**config.mk**
```make
export PLATFORM = sky130hd
export DESIGN_NAME = fsr_host_regs
export DESIGN_NICKNAME = d
export VERILOG_FILES = /design/src/fsr_pkg.sv /design/src/fsr_host_regs.sv
export VERILOG_INCLUDE_DIRS = /design/src /design/src/src
export SDC_FILE = /design/constraint.sdc
export NUM_CORES = 1
export LEC_CHECK = 0
export BUFFER_PORTS_ARGS = -buffer_cell sky130_fd_sc_hd__buf_2
export CAP_MARGIN = 20
export CORE_ASPECT_RATIO = 0.7
export CORE_MARGIN = 4
export CORE_UTILIZATION = 35
export DETAILED_ROUTE_END_ITERATION = 6
export PLACE_DENSITY = 0.54
export RECOVER_POWER = 100
export SYNTH_ARGS = -nofsm -noshare
export SYNTH_HDL_FRONTEND = slang
export SYNTH_SLANG_ARGS = --single-unit
export TNS_END_PERCENT = 20
```
**constraint.sdc**
```tcl
create_clock -name clk_in -period 5.5 [get_ports clk_in]
set_input_delay 0.275 -clock clk_in [delete_from_list [all_inputs] [get_ports clk_in]]
set_output_delay 0.275 -clock clk_in [all_outputs]
set_load 0.02 [all_outputs]
```
**src/fsr_cfg.svh**
```systemverilog
`ifndef FSR_CFG_SVH
`define FSR_CFG_SVH
// ==========================================================
// Register indices; byte address is four times the index
`define FSR_IDX_CMD    6'h00
`define FSR_IDX_STAT   6'h01
`define FSR_IDX_CFG    6'h02
`define FSR_IDX_RSVD   6'h05
`define FSR_IDX_MODE   6'h07
`define FSR_IDX_SDATA  6'h0a
`define FSR_IDX_SSTAT  6'h0b
`define FSR_IDX_SCTL   6'h0c
`define FSR_IDX_UTIL2  6'h10
// ==========================================================
// Field positions
`define FSR_CMD_RST_BIT   0
`define FSR_CMD_CLR_BIT   4
`define FSR_CMD_READBACK  8'h02
`define FSR_ST_UNDER_BIT  0
`define FSR_ST_FV_BIT     1
`define FSR_ST_FIFO_BIT   4
`define FSR_CFG_CLR_BIT   3
`define FSR_SS_RXRDY_BIT  0
`define FSR_SS_TXRDY_BIT  1
`define FSR_SS_FVIRQ_BIT  4
`define FSR_SS_FVLAT_BIT  6
`define FSR_SS_SUM_BIT    7
`define FSR_SC_RXEN_BIT   0
`define FSR_SC_TXEN_BIT   1
`define FSR_SC_RXIE_BIT   2
`define FSR_SC_TXIE_BIT   3
`define FSR_SC_GIE_BIT    4
`define FSR_SC_RXCLR_BIT  5
`define FSR_SC_BAUD_LO    6
`define FSR_U2_FVIE_BIT   3
`define FSR_RESET_BYTE    8'h00
// ==========================================================
// Timing: core clock rate and the fixed baud set
`define FSR_CLK_HZ   250000000
`define FSR_BAUD_0   9600
`define FSR_BAUD_1   19200
`define FSR_BAUD_2   38400
`define FSR_BAUD_3   115200
`endif

```
**src/fsr_pkg.sv**
```systemverilog
package fsr_pkg;
   // Serial shifter phases
   typedef enum logic [1:0] {FSR_IDLE, FSR_START, FSR_DATA, FSR_STOP} fsr_uart_state_t;
endpackage

```
**src/fsr_host_regs.sv**
```systemverilog
`timescale 1ns/1ps
`include "fsr_cfg.svh"
module fsr_host_regs #(
   parameter int BIT_CYC_0 = `FSR_CLK_HZ / `FSR_BAUD_0,   // Cycles per bit at 9600
   parameter int BIT_CYC_1 = `FSR_CLK_HZ / `FSR_BAUD_1,   // Cycles per bit at 19200
   parameter int BIT_CYC_2 = `FSR_CLK_HZ / `FSR_BAUD_2,   // Cycles per bit at 38400
   parameter int BIT_CYC_3 = `FSR_CLK_HZ / `FSR_BAUD_3    // Cycles per bit at 115200
) (
   input  wire logic       clk_in,                 // Core clock, 250 MHz
   input  wire logic       reset_in,               // Synchronous reset, active high
   input  wire logic       psel_in,                // APB select
   input  wire logic       penable_in,             // APB enable
   input  wire logic       pwrite_in,              // APB write
   input  wire logic [7:0] paddr_in,               // APB byte address
   input  wire logic [31:0] pwdata_in,             // APB write data
   output logic            pready_out,             // APB ready
   output logic            pslverr_out,            // APB error on unmapped index
   output logic [31:0]     prdata_out,             // APB read data
   input  wire logic       fifo_has_data_in,       // Output FIFO holds DMA data
   input  wire logic       fifo_underrun_in,       // FIFO ran dry while needed
   input  wire logic       frame_valid_in,         // Frame-valid toward grabber
   output logic            sim_clear_out,          // Hold simulator cleared
   input  wire logic [3:0] cam_ctrl_lines_in,      // Control lines from grabber
   input  wire logic       serial_from_grabber_in, // Serial input pin
   output logic            serial_to_grabber_out,  // Serial output pin
   output logic            summary_irq_out         // Summary interrupt level
);
   // ==========================================================
   // Bus decode
   wire [5:0] idx      = paddr_in[7:2];
   wire       setup    = psel_in & ~penable_in;
   wire       access   = psel_in & penable_in;
   wire       wr       = access & pwrite_in;
   wire       rd_acc   = access & ~pwrite_in;
   wire [7:0] wbyte    = pwdata_in[7:0];
   wire       hit_cmd  = idx == `FSR_IDX_CMD;
   wire       hit_stat = idx == `FSR_IDX_STAT;
   wire       hit_cfg  = idx == `FSR_IDX_CFG;
   wire       hit_rsvd = idx == `FSR_IDX_RSVD;
   wire       hit_mode = idx == `FSR_IDX_MODE;
   wire       hit_sdat = idx == `FSR_IDX_SDATA;
   wire       hit_ss   = idx == `FSR_IDX_SSTAT;
   wire       hit_sctl = idx == `FSR_IDX_SCTL;
   wire       hit_u2   = idx == `FSR_IDX_UTIL2;
   wire       mapped   = hit_cmd | hit_stat | hit_cfg | hit_rsvd | hit_mode |
                         hit_sdat | hit_ss | hit_sctl | hit_u2;
   // Zero wait states; the read byte is captured in the setup cycle
   assign pready_out  = 1'b1;
   assign pslverr_out = access & ~mapped;

   // ==========================================================
   // Host-written state
   logic [7:0] cfg_reg;
   logic [7:0] sctl_reg;
   logic [7:0] util2_reg;
   wire        sim_clear   = cfg_reg[`FSR_CFG_CLR_BIT];
   wire        clr_cmd     = wr & hit_cmd & wbyte[`FSR_CMD_CLR_BIT];
   wire        rst_cmd     = wr & hit_cmd & wbyte[`FSR_CMD_RST_BIT];
   wire        rx_flag_clear = wr & hit_sctl & wbyte[`FSR_SC_RXCLR_BIT];
   wire        global_irq_enable = sctl_reg[`FSR_SC_GIE_BIT];
   wire        frame_irq_enable  = util2_reg[`FSR_U2_FVIE_BIT];
   assign sim_clear_out = sim_clear;

   // Configuration, serial control and utility registers
   always_ff @(posedge clk_in)
   begin
      if (reset_in)
      begin
         cfg_reg   <= `FSR_RESET_BYTE;
         sctl_reg  <= `FSR_RESET_BYTE;
         util2_reg <= `FSR_RESET_BYTE;
      end
      else
      begin
         if (wr & hit_cfg)
            cfg_reg <= wbyte;
         // Bit 5 is a strobe and never stored
         if (wr & hit_sctl)
            sctl_reg <= wbyte & ~(8'h01 << `FSR_SC_RXCLR_BIT);
         if (wr & hit_u2)
            util2_reg <= wbyte;
      end
   end

   // ==========================================================
   // Synchronisers for pins
   logic       fv_s1_reg, fv_s2_reg, fv_s3_reg;
   logic       ser_s1_reg, ser_s2_reg;
   logic [3:0] cc_s1_reg, cc_s2_reg;
   always_ff @(posedge clk_in)
   begin
      fv_s1_reg  <= frame_valid_in;
      fv_s2_reg  <= fv_s1_reg;
      fv_s3_reg  <= fv_s2_reg;
      ser_s1_reg <= serial_from_grabber_in;
      ser_s2_reg <= ser_s1_reg;
      cc_s1_reg  <= cam_ctrl_lines_in;
      cc_s2_reg  <= cc_s1_reg;
   end
   wire fv_rise = fv_s2_reg & ~fv_s3_reg;

   // ==========================================================
   // Frame-edge flag and underrun; a new edge beats a clear command
   logic frame_edge_latched_reg;
   logic underrun_reg;
   always_ff @(posedge clk_in)
   begin
      if (reset_in | sim_clear)
      begin
         frame_edge_latched_reg <= 1'b0;
         underrun_reg           <= 1'b0;
      end
      else
      begin
         if (fv_rise)
            frame_edge_latched_reg <= 1'b1;
         else if (clr_cmd | rst_cmd)
            frame_edge_latched_reg <= 1'b0;
         if (fifo_underrun_in)
            underrun_reg <= 1'b1;
      end
   end

   // ==========================================================
   // Baud select; no programmable rate, so the fixed set always applies
   wire [1:0]  baud_sel = sctl_reg[`FSR_SC_BAUD_LO +: 2];
   wire [15:0] bit_cyc  = (baud_sel == 2'd0) ? 16'(BIT_CYC_0) :
                          (baud_sel == 2'd1) ? 16'(BIT_CYC_1) :
                          (baud_sel == 2'd2) ? 16'(BIT_CYC_2) : 16'(BIT_CYC_3);

   // ==========================================================
   // Transmitter: holding register feeding an 8N1 shifter
   fsr_pkg::fsr_uart_state_t tx_state_reg;
   logic [7:0]  tx_hold_reg, tx_shift_reg;
   logic        tx_full_reg;
   logic [15:0] tx_cnt_reg;
   logic [2:0]  tx_idx_reg;
   logic        tx_line_reg;
   wire tx_en   = sctl_reg[`FSR_SC_TXEN_BIT];
   wire tx_tick = tx_cnt_reg == bit_cyc - 16'd1;
   wire tx_load = (tx_state_reg == fsr_pkg::FSR_IDLE) & tx_full_reg & tx_en;
   wire tx_wr   = wr & hit_sdat;
   assign serial_to_grabber_out = tx_line_reg;

   // Holding register; a write while full overwrites the pending byte
   always_ff @(posedge clk_in)
   begin
      if (reset_in | sim_clear)
         tx_full_reg <= 1'b0;
      else if (tx_wr)
         tx_full_reg <= 1'b1;
      else if (tx_load)
         tx_full_reg <= 1'b0;
      if (tx_wr)
         tx_hold_reg <= wbyte;
   end

   // Shifter, line idles high; start, eight bits LSB first, stop
   always_ff @(posedge clk_in)
   begin
      if (reset_in | sim_clear)
      begin
         tx_state_reg <= fsr_pkg::FSR_IDLE;
         tx_line_reg  <= 1'b1;
         tx_cnt_reg   <= 16'h0000;
         tx_idx_reg   <= 3'h0;
         tx_shift_reg <= 8'h00;
      end
      else
      begin
         tx_cnt_reg <= (tx_tick | tx_load) ? 16'h0000 : tx_cnt_reg + 16'd1;
         case (tx_state_reg)
            fsr_pkg::FSR_IDLE:
               if (tx_load)
               begin
                  tx_shift_reg <= tx_hold_reg;
                  tx_line_reg  <= 1'b0;
                  tx_state_reg <= fsr_pkg::FSR_START;
               end
            fsr_pkg::FSR_START:
               if (tx_tick)
               begin
                  tx_line_reg  <= tx_shift_reg[0];
                  tx_idx_reg   <= 3'h0;
                  tx_state_reg <= fsr_pkg::FSR_DATA;
               end
            fsr_pkg::FSR_DATA:
               if (tx_tick)
               begin
                  if (tx_idx_reg == 3'h7)
                  begin
                     tx_line_reg  <= 1'b1;
                     tx_state_reg <= fsr_pkg::FSR_STOP;
                  end
                  else
                  begin
                     tx_line_reg  <= tx_shift_reg[tx_idx_reg + 3'h1];
                     tx_idx_reg   <= tx_idx_reg + 3'h1;
                  end
               end
            fsr_pkg::FSR_STOP:
               if (tx_tick)
                  tx_state_reg <= fsr_pkg::FSR_IDLE;
            default:
               tx_state_reg <= fsr_pkg::FSR_IDLE;
         endcase
      end
   end

   // ==========================================================
   // Receiver: start found on the falling line, sampled mid-bit
   fsr_pkg::fsr_uart_state_t rx_state_reg;
   logic [15:0] rx_cnt_reg;
   logic [2:0]  rx_idx_reg;
   logic [7:0]  rx_shift_reg, rx_data_reg;
   logic        rx_rdy_reg;
   wire rx_en    = sctl_reg[`FSR_SC_RXEN_BIT];
   wire rx_tick  = rx_cnt_reg == bit_cyc - 16'd1;
   wire rx_mid   = rx_cnt_reg == (bit_cyc >> 1);
   wire rx_done  = (rx_state_reg == fsr_pkg::FSR_STOP) & rx_mid & ser_s2_reg;
   wire rx_taken = rd_acc & hit_sdat;
   always_ff @(posedge clk_in)
   begin
      if (reset_in | sim_clear)
      begin
         rx_state_reg <= fsr_pkg::FSR_IDLE;
         rx_cnt_reg   <= 16'h0000;
         rx_idx_reg   <= 3'h0;
         rx_shift_reg <= 8'h00;
      end
      else
      begin
         rx_cnt_reg <= (rx_tick | rx_state_reg == fsr_pkg::FSR_IDLE) ? 16'h0000
                       : rx_cnt_reg + 16'd1;
         case (rx_state_reg)
            fsr_pkg::FSR_IDLE:
               if (rx_en & ~ser_s2_reg)
                  rx_state_reg <= fsr_pkg::FSR_START;
            fsr_pkg::FSR_START:
               // A glitch shorter than half a bit is dropped
               if (rx_mid & ser_s2_reg)
                  rx_state_reg <= fsr_pkg::FSR_IDLE;
               else if (rx_tick)
               begin
                  rx_idx_reg   <= 3'h0;
                  rx_state_reg <= fsr_pkg::FSR_DATA;
               end
            fsr_pkg::FSR_DATA:
            begin
               if (rx_mid)
                  rx_shift_reg <= {ser_s2_reg, rx_shift_reg[7:1]};
               if (rx_tick)
               begin
                  rx_idx_reg <= rx_idx_reg + 3'h1;
                  if (rx_idx_reg == 3'h7)
                     rx_state_reg <= fsr_pkg::FSR_STOP;
               end
            end
            fsr_pkg::FSR_STOP:
               if (rx_mid)
                  rx_state_reg <= fsr_pkg::FSR_IDLE;   // Bad stop bit drops byte
            default:
               rx_state_reg <= fsr_pkg::FSR_IDLE;
         endcase
      end
   end

   // Received byte and its ready flag; a new byte beats a clear
   always_ff @(posedge clk_in)
   begin
      if (reset_in | sim_clear)
      begin
         rx_rdy_reg  <= 1'b0;
         rx_data_reg <= 8'h00;
      end
      else if (rx_done)
      begin
         rx_rdy_reg  <= 1'b1;
         rx_data_reg <= rx_shift_reg;
      end
      else if (rx_flag_clear | rx_taken)
         rx_rdy_reg <= 1'b0;
   end

   // ==========================================================
   // Interrupt summary and status bytes
   wire tx_ready       = ~tx_full_reg;
   wire frame_edge_irq = frame_edge_latched_reg & frame_irq_enable;
   wire summary_irq    = global_irq_enable &
                         (frame_edge_irq |
                          (tx_ready & sctl_reg[`FSR_SC_TXIE_BIT]) |
                          (rx_rdy_reg & sctl_reg[`FSR_SC_RXIE_BIT]));
   wire [7:0] stat_byte = ({7'h00, underrun_reg} << `FSR_ST_UNDER_BIT) |
                          ({7'h00, fv_s2_reg} << `FSR_ST_FV_BIT) |
                          ({7'h00, fifo_has_data_in} << `FSR_ST_FIFO_BIT);
   wire [7:0] ss_byte   = ({7'h00, rx_rdy_reg} << `FSR_SS_RXRDY_BIT) |
                          ({7'h00, tx_ready} << `FSR_SS_TXRDY_BIT) |
                          ({7'h00, frame_edge_irq} << `FSR_SS_FVIRQ_BIT) |
                          ({7'h00, frame_edge_latched_reg} << `FSR_SS_FVLAT_BIT) |
                          ({7'h00, summary_irq} << `FSR_SS_SUM_BIT);
   wire [7:0] rd_byte   = hit_cmd  ? `FSR_CMD_READBACK :
                          hit_stat ? stat_byte :
                          hit_cfg  ? cfg_reg :
                          hit_mode ? {4'h0, cc_s2_reg} :
                          hit_sdat ? rx_data_reg :
                          hit_ss   ? ss_byte :
                          hit_sctl ? sctl_reg :
                          hit_u2   ? util2_reg : 8'h00;

   // Read data and interrupt output from flip-flops
   always_ff @(posedge clk_in)
   begin
      if (reset_in)
      begin
         prdata_out      <= 32'h00000000;
         summary_irq_out <= 1'b0;
      end
      else
      begin
         if (setup & ~pwrite_in)
            prdata_out <= {24'h000000, rd_byte};
         summary_irq_out <= summary_irq;
      end
   end

   // ==========================================================
   // Assertions
   property p_cmd_reads;
      @(posedge clk_in) disable iff (reset_in)
      rd_acc & hit_cmd |-> prdata_out[7:0] == `FSR_CMD_READBACK;
   endproperty
   a_cmd_reads: assert property (p_cmd_reads) else $error("Command readback wrong");

   property p_clr_cmd;
      @(posedge clk_in) disable iff (reset_in)
      clr_cmd & ~fv_rise |=> ~frame_edge_latched_reg;
   endproperty
   a_clr_cmd: assert property (p_clr_cmd) else $error("Clear command ignored");

   property p_rst_cmd;
      @(posedge clk_in) disable iff (reset_in)
      rst_cmd & ~fv_rise |=>
         ~frame_edge_latched_reg ##1 (~frame_edge_latched_reg || $past(fv_rise));
   endproperty
   a_rst_cmd: assert property (p_rst_cmd) else $error("Reset command ignored");

   property p_fifo_flag;
      @(posedge clk_in) disable iff (reset_in)
      setup & ~pwrite_in & hit_stat |=>
         prdata_out[`FSR_ST_FIFO_BIT] == $past(fifo_has_data_in);
   endproperty
   a_fifo_flag: assert property (p_fifo_flag) else $error("FIFO flag wrong");

   property p_sim_clear;
      @(posedge clk_in) disable iff (reset_in)
      sim_clear ##1 sim_clear |-> ~frame_edge_latched_reg & ~rx_rdy_reg & tx_line_reg;
   endproperty
   a_sim_clear: assert property (p_sim_clear) else $error("Clear hold failed");

   property p_rsvd;
      @(posedge clk_in) disable iff (reset_in)
      rd_acc & hit_rsvd |-> prdata_out == 32'h00000000 && !pslverr_out;
   endproperty
   a_rsvd: assert property (p_rsvd) else $error("Reserved read not zero");

   property p_edge_latch;
      @(posedge clk_in) disable iff (reset_in)
      $rose(fv_s2_reg) & ~sim_clear |=> frame_edge_latched_reg;
   endproperty
   a_edge_latch: assert property (p_edge_latch) else $error("Edge not latched");

   property p_gie;
      @(posedge clk_in) disable iff (reset_in)
      ~global_irq_enable |=> ~summary_irq_out;
   endproperty
   a_gie: assert property (p_gie) else $error("Interrupt without enable");

   property p_fvirq;
      @(posedge clk_in) disable iff (reset_in)
      frame_edge_latched_reg & frame_irq_enable & global_irq_enable |=> summary_irq_out;
   endproperty
   a_fvirq: assert property (p_fvirq) else $error("Frame interrupt missing");

   property p_tx_start;
      @(posedge clk_in) disable iff (reset_in | sim_clear)
      tx_load |=> ~serial_to_grabber_out [*2];
   endproperty
   a_tx_start: assert property (p_tx_start) else $error("No start bit");

   c_edge: cover property (@(posedge clk_in) fv_rise ##1 clr_cmd);
   c_rx:   cover property (@(posedge clk_in) rx_done);
   c_tx:   cover property (@(posedge clk_in) tx_load);
endmodule // fsr_host_regs

```
==> results of run 1 <==
report_power, final:
part / switching, uW / total, uW / internal, uW
sequential: 7.20 / 924 / 917
combinational: 59.1 / 79.9 / 20.8
clock: 456 / 1190 / 730
total: 522 / 2190 / 1670
per-stage QoR:
| stage | total power, uW | worst slack, ns | instances |
|---|---|---|---|
| 2_1_floorplan | 1010 | 2.74 | 690 |
| 3_3_place_gp | 1020 | 2.36 | 901 |
| 3_5_place_dp | 1020 | 2.27 | 901 |
| 4_1_cts | 2210 | 2.25 | 939 |
| 5_1_grt | 2270 | 1.87 | 939 |
| 6_report | 2190 | 2.20 | 939 |
worst min-delay path: stages:
cell	delay, ns
buf_2	0.08
nor2_1	0.03
nor2_1	0.06
metal layers:
layer	share of wire [%]	global-route usage, %	wire, um
met5	0	0	0
met4	0.92	3.83	127
met3	6.7	4.05	927
met2	41	19.8	5710
met1	51	22.9	7010
worst max-delay path by stage:
stage | from | to | cells past startpoint
CTS | sctl_reg[6]$_SDFFE_PP0P_ | rx_data_reg[1]$_SDFFE_PP0P_ | 8
floorplan | sctl_reg[6]$_SDFFE_PP0P_ | rx_data_reg[0]$_SDFFE_PP0P_ | 10
global placement | sctl_reg[6]$_SDFFE_PP0P_ | rx_data_reg[0]$_SDFFE_PP0P_ | 8
detailed placement | sctl_reg[6]$_SDFFE_PP0P_ | rx_data_reg[1]$_SDFFE_PP0P_ | 8
finish | sctl_reg[6]$_SDFFE_PP0P_ | rx_data_reg[1]$_SDFFE_PP0P_ | 8
global route | sctl_reg[6]$_SDFFE_PP0P_ | rx_data_reg[3]$_SDFFE_PP0P_ | 8
layout by cell type, fill, tap and decap left out, types with 4 or more instances in the layout:
cell and count:
nor2b_1 8, xnor2_1 22, and2_1 4, nand4_1 7, nand2_1 82, o21ai_0 14
mux2i_1 20, edfxtp_1 8, conb_1 25, dfxtp_1 116, inv_1 17, buf_2 16
clkbuf_16 17, nand3b_1 5, and3_1 14, nand3_1 40, a221oi_1 4, a211oi_1 6
a21oi_1 46, dlygate4sd3_1 6, a222oi_1 4, clkbuf_1 22, o22ai_1 7, xor2_1 19
nor2_1 92, a2111oi_0 4, a22oi_1 4, inv_6 7, ha_1 15, nor3_1 5
synth_stat cells (all sizes together) (3+ instances only):
library cell	n
mux2i	20
or3b	3
nor2	92
inv	17
and2	5
a221oi	4
or4b	4
a21oi	46
a222oi	4
a211oi	6
and3	14
nand3b	5
nand2	82
a2111oi	4
xnor2	22
o2111ai	3
clkbuf	23
nand2b	3
nand4	7
o22ai	7
edfxtp	8
nor2b	8
dfxtp	116
ha	15
and4	3
xor2	19
buf	30
a22oi	4
nand3	40
nor4	3
nor3	5
o21ai	14
layout make-up:
cell class	count	area, sq um	area share [%]
sequential	124	2560	38.3
tap	225	282	4.20
timing repair buffer	45	230	3.44
clock buffer	17	425	6.35
clock inverter	15	199	2.97
inverter	17	63.8	0.953
multi-input combinational	496	2940	43.8
kinds of logic after synthesis:
| logic type | count (synthesis) |
|---|---|
| compound gates | 108 |
| xor+xnor | 41 |
| fa+ha+maj | 15 |
| buf+inv | 70 |
| flops | 124 |
| mux | 24 |
| other cells | 2 |
| simple gates | 283 |
what timing repair did:
action	CTS	global route
hold buffers	6	0
hold endpoints to repair	6	0
buffers inserted	0	0
endpoints found under the setup margin	0	0
==> impl_metrics.ini, run 1 <==
[timing]
tightestPinTransition_ns = 2.12
setup_viol = 0
rsz0062_at_grt = no
fmax_mhz = 303
drv_slew = 37
hold_ws_ns = 0.0755
min_period_ns = 3.30
relSlewSlack_pct = -41.3
final_hold_viol_count = 0
finalSetupTns_ns = 0
finalCritPeriodShare_pct = 60.1
finalClockSkew_ns = 0.00905

[logic_synthesis]
synthArstFlopShare_pct = 0
yosys.area_share.simple_pct = 23.2
synth_compound_area_share_pct = 12.0
post_synth_fa_ha_maj_area_fraction_pct = 3.24
yosys.area.top_type = dfxtp_1
netlist_instances = 667
syn-cell-area_sq_um = 5790
yosysTopAreaCellShare_pct = 40.1
synth_top_family_by_area = simple AND/OR/NAND/NOR gates
ys_warn_count = 0
ys_types = 61
ys_seq_area_share_pct = 44.3
yosys-top-cells-area = dfxtp_1 40%, nor2_1 6.0%, nand2_1 5.3%
synthFlopType = dfxtp_1
synth_edf_count = 8
synth-xor-area-share_pct = 6.20
ys_ff_latch = 124
synth_mux_area_share_pct = 4.63
synth_area_per_cell_sq_um = 8.68

[die]
start_util_pct = 35.6
die_h_um = 116
io_pins = 90
rows = 39
die_w_um = 162
core_sq_um = 16200
fp.dieArea_sq_um = 18700

[worst_setup_path]
critical-path-top-delay-family = simple AND/OR/NAND/NOR gates
cp_max_fo = 9
r2r-end = rx_data_reg[1]$_SDFFE_PP0P_
r2r_slack_ns = 2.20
max_stage_delay_ns = 0.58
crit_chain = inv_1 -> ha_1 -> or4b_1 -> a222oi_1 -> and3_1 -> and4_1 -> mux2i_1 -> nor2_1
cp-start-kind = flop
path_buf_inv = 1
rr_worst_depth = 8
cp-end-kind = flop
worstPathRequired_ns = 5.71
crit_arrival_ns = 3.52
r2r_start = sctl_reg[6]$_SDFFE_PP0P_
slowest_stage = or4b_1
path_class = reg2reg

[cells_and_area]
antenna_cells = 0
nets = 769
utilization_pct = 41.2
fillerInstances = 1609
finish.instance_area_sq_um = 6700
drive_gt1_share_pct = 8.26
syn2layout_area_growth_pct = 15.7

[detailed_routing]
drc = 0
wl_per_cell_um = 14.7
via_per_inst = 5.12
wirelength_um = 13800
ant_nets = 0
num_vias = 4805
drt_pass1_iterations = 5
first_iter_violations = 469

[placement]
port-buffer-count = 38
hpwl_um = 9930
dpl_cell_area_sq_um = 6050
place_congestion = 0.887

[job]
cap_viol_max_count = 1

[worst_hold_path]
hold_depth = 3
min-delay-start = fifo_underrun_in
min_path_type = in2reg
min_to = underrun_reg$_SDFFE_PP0P_

[pwr]
power.leakage_uw = 0.00242
irDropWorstVdd_mv = 0.164
powerDensity_nw_per_um2 = 327

[grt]
grt_start_max_net_pins = 37
grt_pass1_wl_um = 22000
grt_overflow = 0
grt.total_usage_pct = 14.7
antenna_found_initial = 0
grt_pass1_vias = 4170

[cts]
clk_latency_ns = 0.42
h-tree-depth = 4
cts_tree = done
cts.clk_slew.worst_paths_ns = 0.06
cts.path.max_buffers = 2
post_cts_resized = 0
cts_sinks = 124
root_buffer = clkbuf_16
cts_buffers = 17

[run_status]
violations = max-capacitance violations, max-slew violations
status = finished with violations
No activity file was read; power rests on OpenSTA's default activity.
==> inputs of run 2 (changes only) <==
==> constraint.sdc (replaced) <==
create_clock -name clk_in -period 3.45 [get_ports clk_in]
set_input_delay 0.1725 -clock clk_in [delete_from_list [all_inputs] [get_ports clk_in]]
set_output_delay 0.1725 -clock clk_in [all_outputs]
set_load 0.02 [all_outputs]
==> run 2 against run 1 <==
The flow still finishes with violations (max-capacitance violations, max-slew violations). Sequential share of layout area shrank 0.14 points. Via count fell by 1.6%. Routed wire length up 0.25%. Non-clock buffer count increased by 7. Highest routed layer unchanged.
==> impl_metrics.ini, run 2 (synthesis results as in run 1) <==
[timing]
drv_slew = 37
min_period_ns = 3.06
fin_ws_ns = 0.394
final_hold_viol_count = 0
finalSetupTns_ns = 0
rsz0062_at_grt = no
setup_viol = 0
tightestPinTransition_ns = 2.11
fmax_mhz = 327
finalCritPeriodShare_pct = 88.6
finalClockSkew_ns = 0.00866
relSlewSlack_pct = -40.6

[grt]
grt_overflow = 0
grt_pass1_wl_um = 22100
grt.total_usage_pct = 15.0
grt_pass1_vias = 4216
grt_start_max_net_pins = 37
antenna_found_initial = 0

[worst_setup_path]
r2r-end = rx_data_reg[1]$_SDFFE_PP0P_
critical-path-top-delay-family = simple AND/OR/NAND/NOR gates
cp-start-kind = flop
max_stage_delay_ns = 0.57
cp-startpoint = sctl_reg[7]$_SDFFE_PP0P_
r2r_start = sctl_reg[7]$_SDFFE_PP0P_
path_buf_inv = 1
r2r_slack_ns = 0.39
worstPathRequired_ns = 3.68
path_class = reg2reg
crit_chain = inv_1 -> ha_1 -> or4b_1 -> a222oi_1 -> and3_1 -> and4_1 -> mux2i_1 -> nor2_1
cp_max_fo = 9
slowest_stage = or4b_1
cp-end-kind = flop
crit_arrival_ns = 3.28
rr_worst_depth = 8

[detailed_routing]
drt_pass1_iterations = 5
num_vias = 4728
ant_nets = 0
wl_per_cell_um = 14.6
drc = 0
wirelength_um = 13800
via_per_inst = 5.00
first_iter_violations = 367

[placement]
port-buffer-count = 38
dp_slack_ns = 0.463
dp_cells = 904
place_congestion = 0.889
hpwl_um = 10100

[cells_and_area]
fillerInstances = 1620
register_area_sq_um = 2560
multi_input_area_sq_um = 2940
layout_commonest_cell = dfxtp_1
syn2layout_area_growth_pct = 16.1
antenna_cells = 0
fin_cells = 946
mostFrequentLayoutCells = 116 x dfxtp_1, 92 x nor2_1, 82 x nand2_1
nets = 776
drive_gt1_share_pct = 8.32

[pwr]
irDropWorstVdd_mv = 0.252
powerDensity_nw_per_um2 = 503
power.leakage_uw = 0.00242

[die]
rows = 39
fp.dieArea_sq_um = 18700
core_sq_um = 16200
die_h_um = 116
io_pins = 90
start_util_pct = 35.6
die_w_um = 162

[cts]
clk_latency_ns = 0.42
cts_buffers = 17
post-cts-setup-buffers = 0
cts.clk_slew.worst_paths_ns = 0.06
h-tree-depth = 4
cts.path.max_buffers = 2
root_buffer = clkbuf_16
cts_sinks = 124
cts_tree = done

[worst_hold_path]
min_to = cfg_reg[1]$_SDFFE_PP0P_
min-delay-start = pwdata_in[1]
min_path_type = in2reg
hold_depth = 3

[job]
cap_viol_max_count = 1

[run_status]
violations = max-capacitance violations, max-slew violations
status = finished with violations
## run 2: stage by stage
| stage | instance area [sq um] | total power, uW | hold slack (ns) | util [%] |
|---|---|---|---|---|
| 2_1_floorplan | 5880 | 1600 | 0.200 | - |
| 3_3_place_gp | 6070 | 1630 | 0.275 | 37.4 |
| 3_5_place_dp | 6070 | 1630 | 0.276 | 37.4 |
| 4_1_cts | 6760 | 3420 | 0.00990 | 41.6 |
| 5_1_grt | 6720 | 3490 | 0.108 | 41.4 |
| 6_report | 6720 | 3380 | 0.113 | 41.4 |
## run 2: cell type report
| cell class | instances | area share (%) |
|---|---|---|
| clock buffers | 18 | 6.38 |
| clock inverters | 14 | 2.40 |
| inverters | 17 | 0.949 |
| multi-input cells | 496 | 43.7 |
| flip-flops and latches | 124 | 38.1 |
| well taps | 225 | 4.19 |
| repair buffers | 52 | 4.24 |
## run 2: timing repair
item                       4_1_cts  5_1_grt
setup endpoints to repair        0        0
resized for setup                0        0
hold endpoints to repair        10        0
hold buffers                    10        0
## run 2: routing by layer
metal	routed length [um]	vias up	global-route usage (%)
met2	5580	128	20.2
met3	802	17	4.51
li1	-	2358	-
met1	7270	2225	22.7
met4	147	0	4.62
met5	0	-	0
## run 2: worst min-delay path: stages
cell	delay [ns]
clkbuf_1	0.16
nand3_1	0.10
a21oi_1	0.06
## run 2: how the worst max path moves through the flow
stage | cells after the start | slack [ns] | end
3_3_place_gp | 8 | 0.50 | rx_data_reg[7]$_SDFFE_PP0P_
5_1_grt | 8 | 0.13 | rx_data_reg[3]$_SDFFE_PP0P_
6_report | 8 | 0.39 | rx_data_reg[1]$_SDFFE_PP0P_
4_1_cts | 8 | 0.44 | rx_data_reg[1]$_SDFFE_PP0P_
2_1_floorplan | 10 | 0.69 | rx_data_reg[0]$_SDFFE_PP0P_
3_5_place_dp | 8 | 0.46 | rx_data_reg[1]$_SDFFE_PP0P_
## run 2: where the power goes
part | switching (uW) | internal [uW] | leakage, uW
clock | 704 | 1080 | 0.000278
sequential | 11.1 | 1460 | 0.00101
combinational | 94.8 | 36.4 | 0.00113
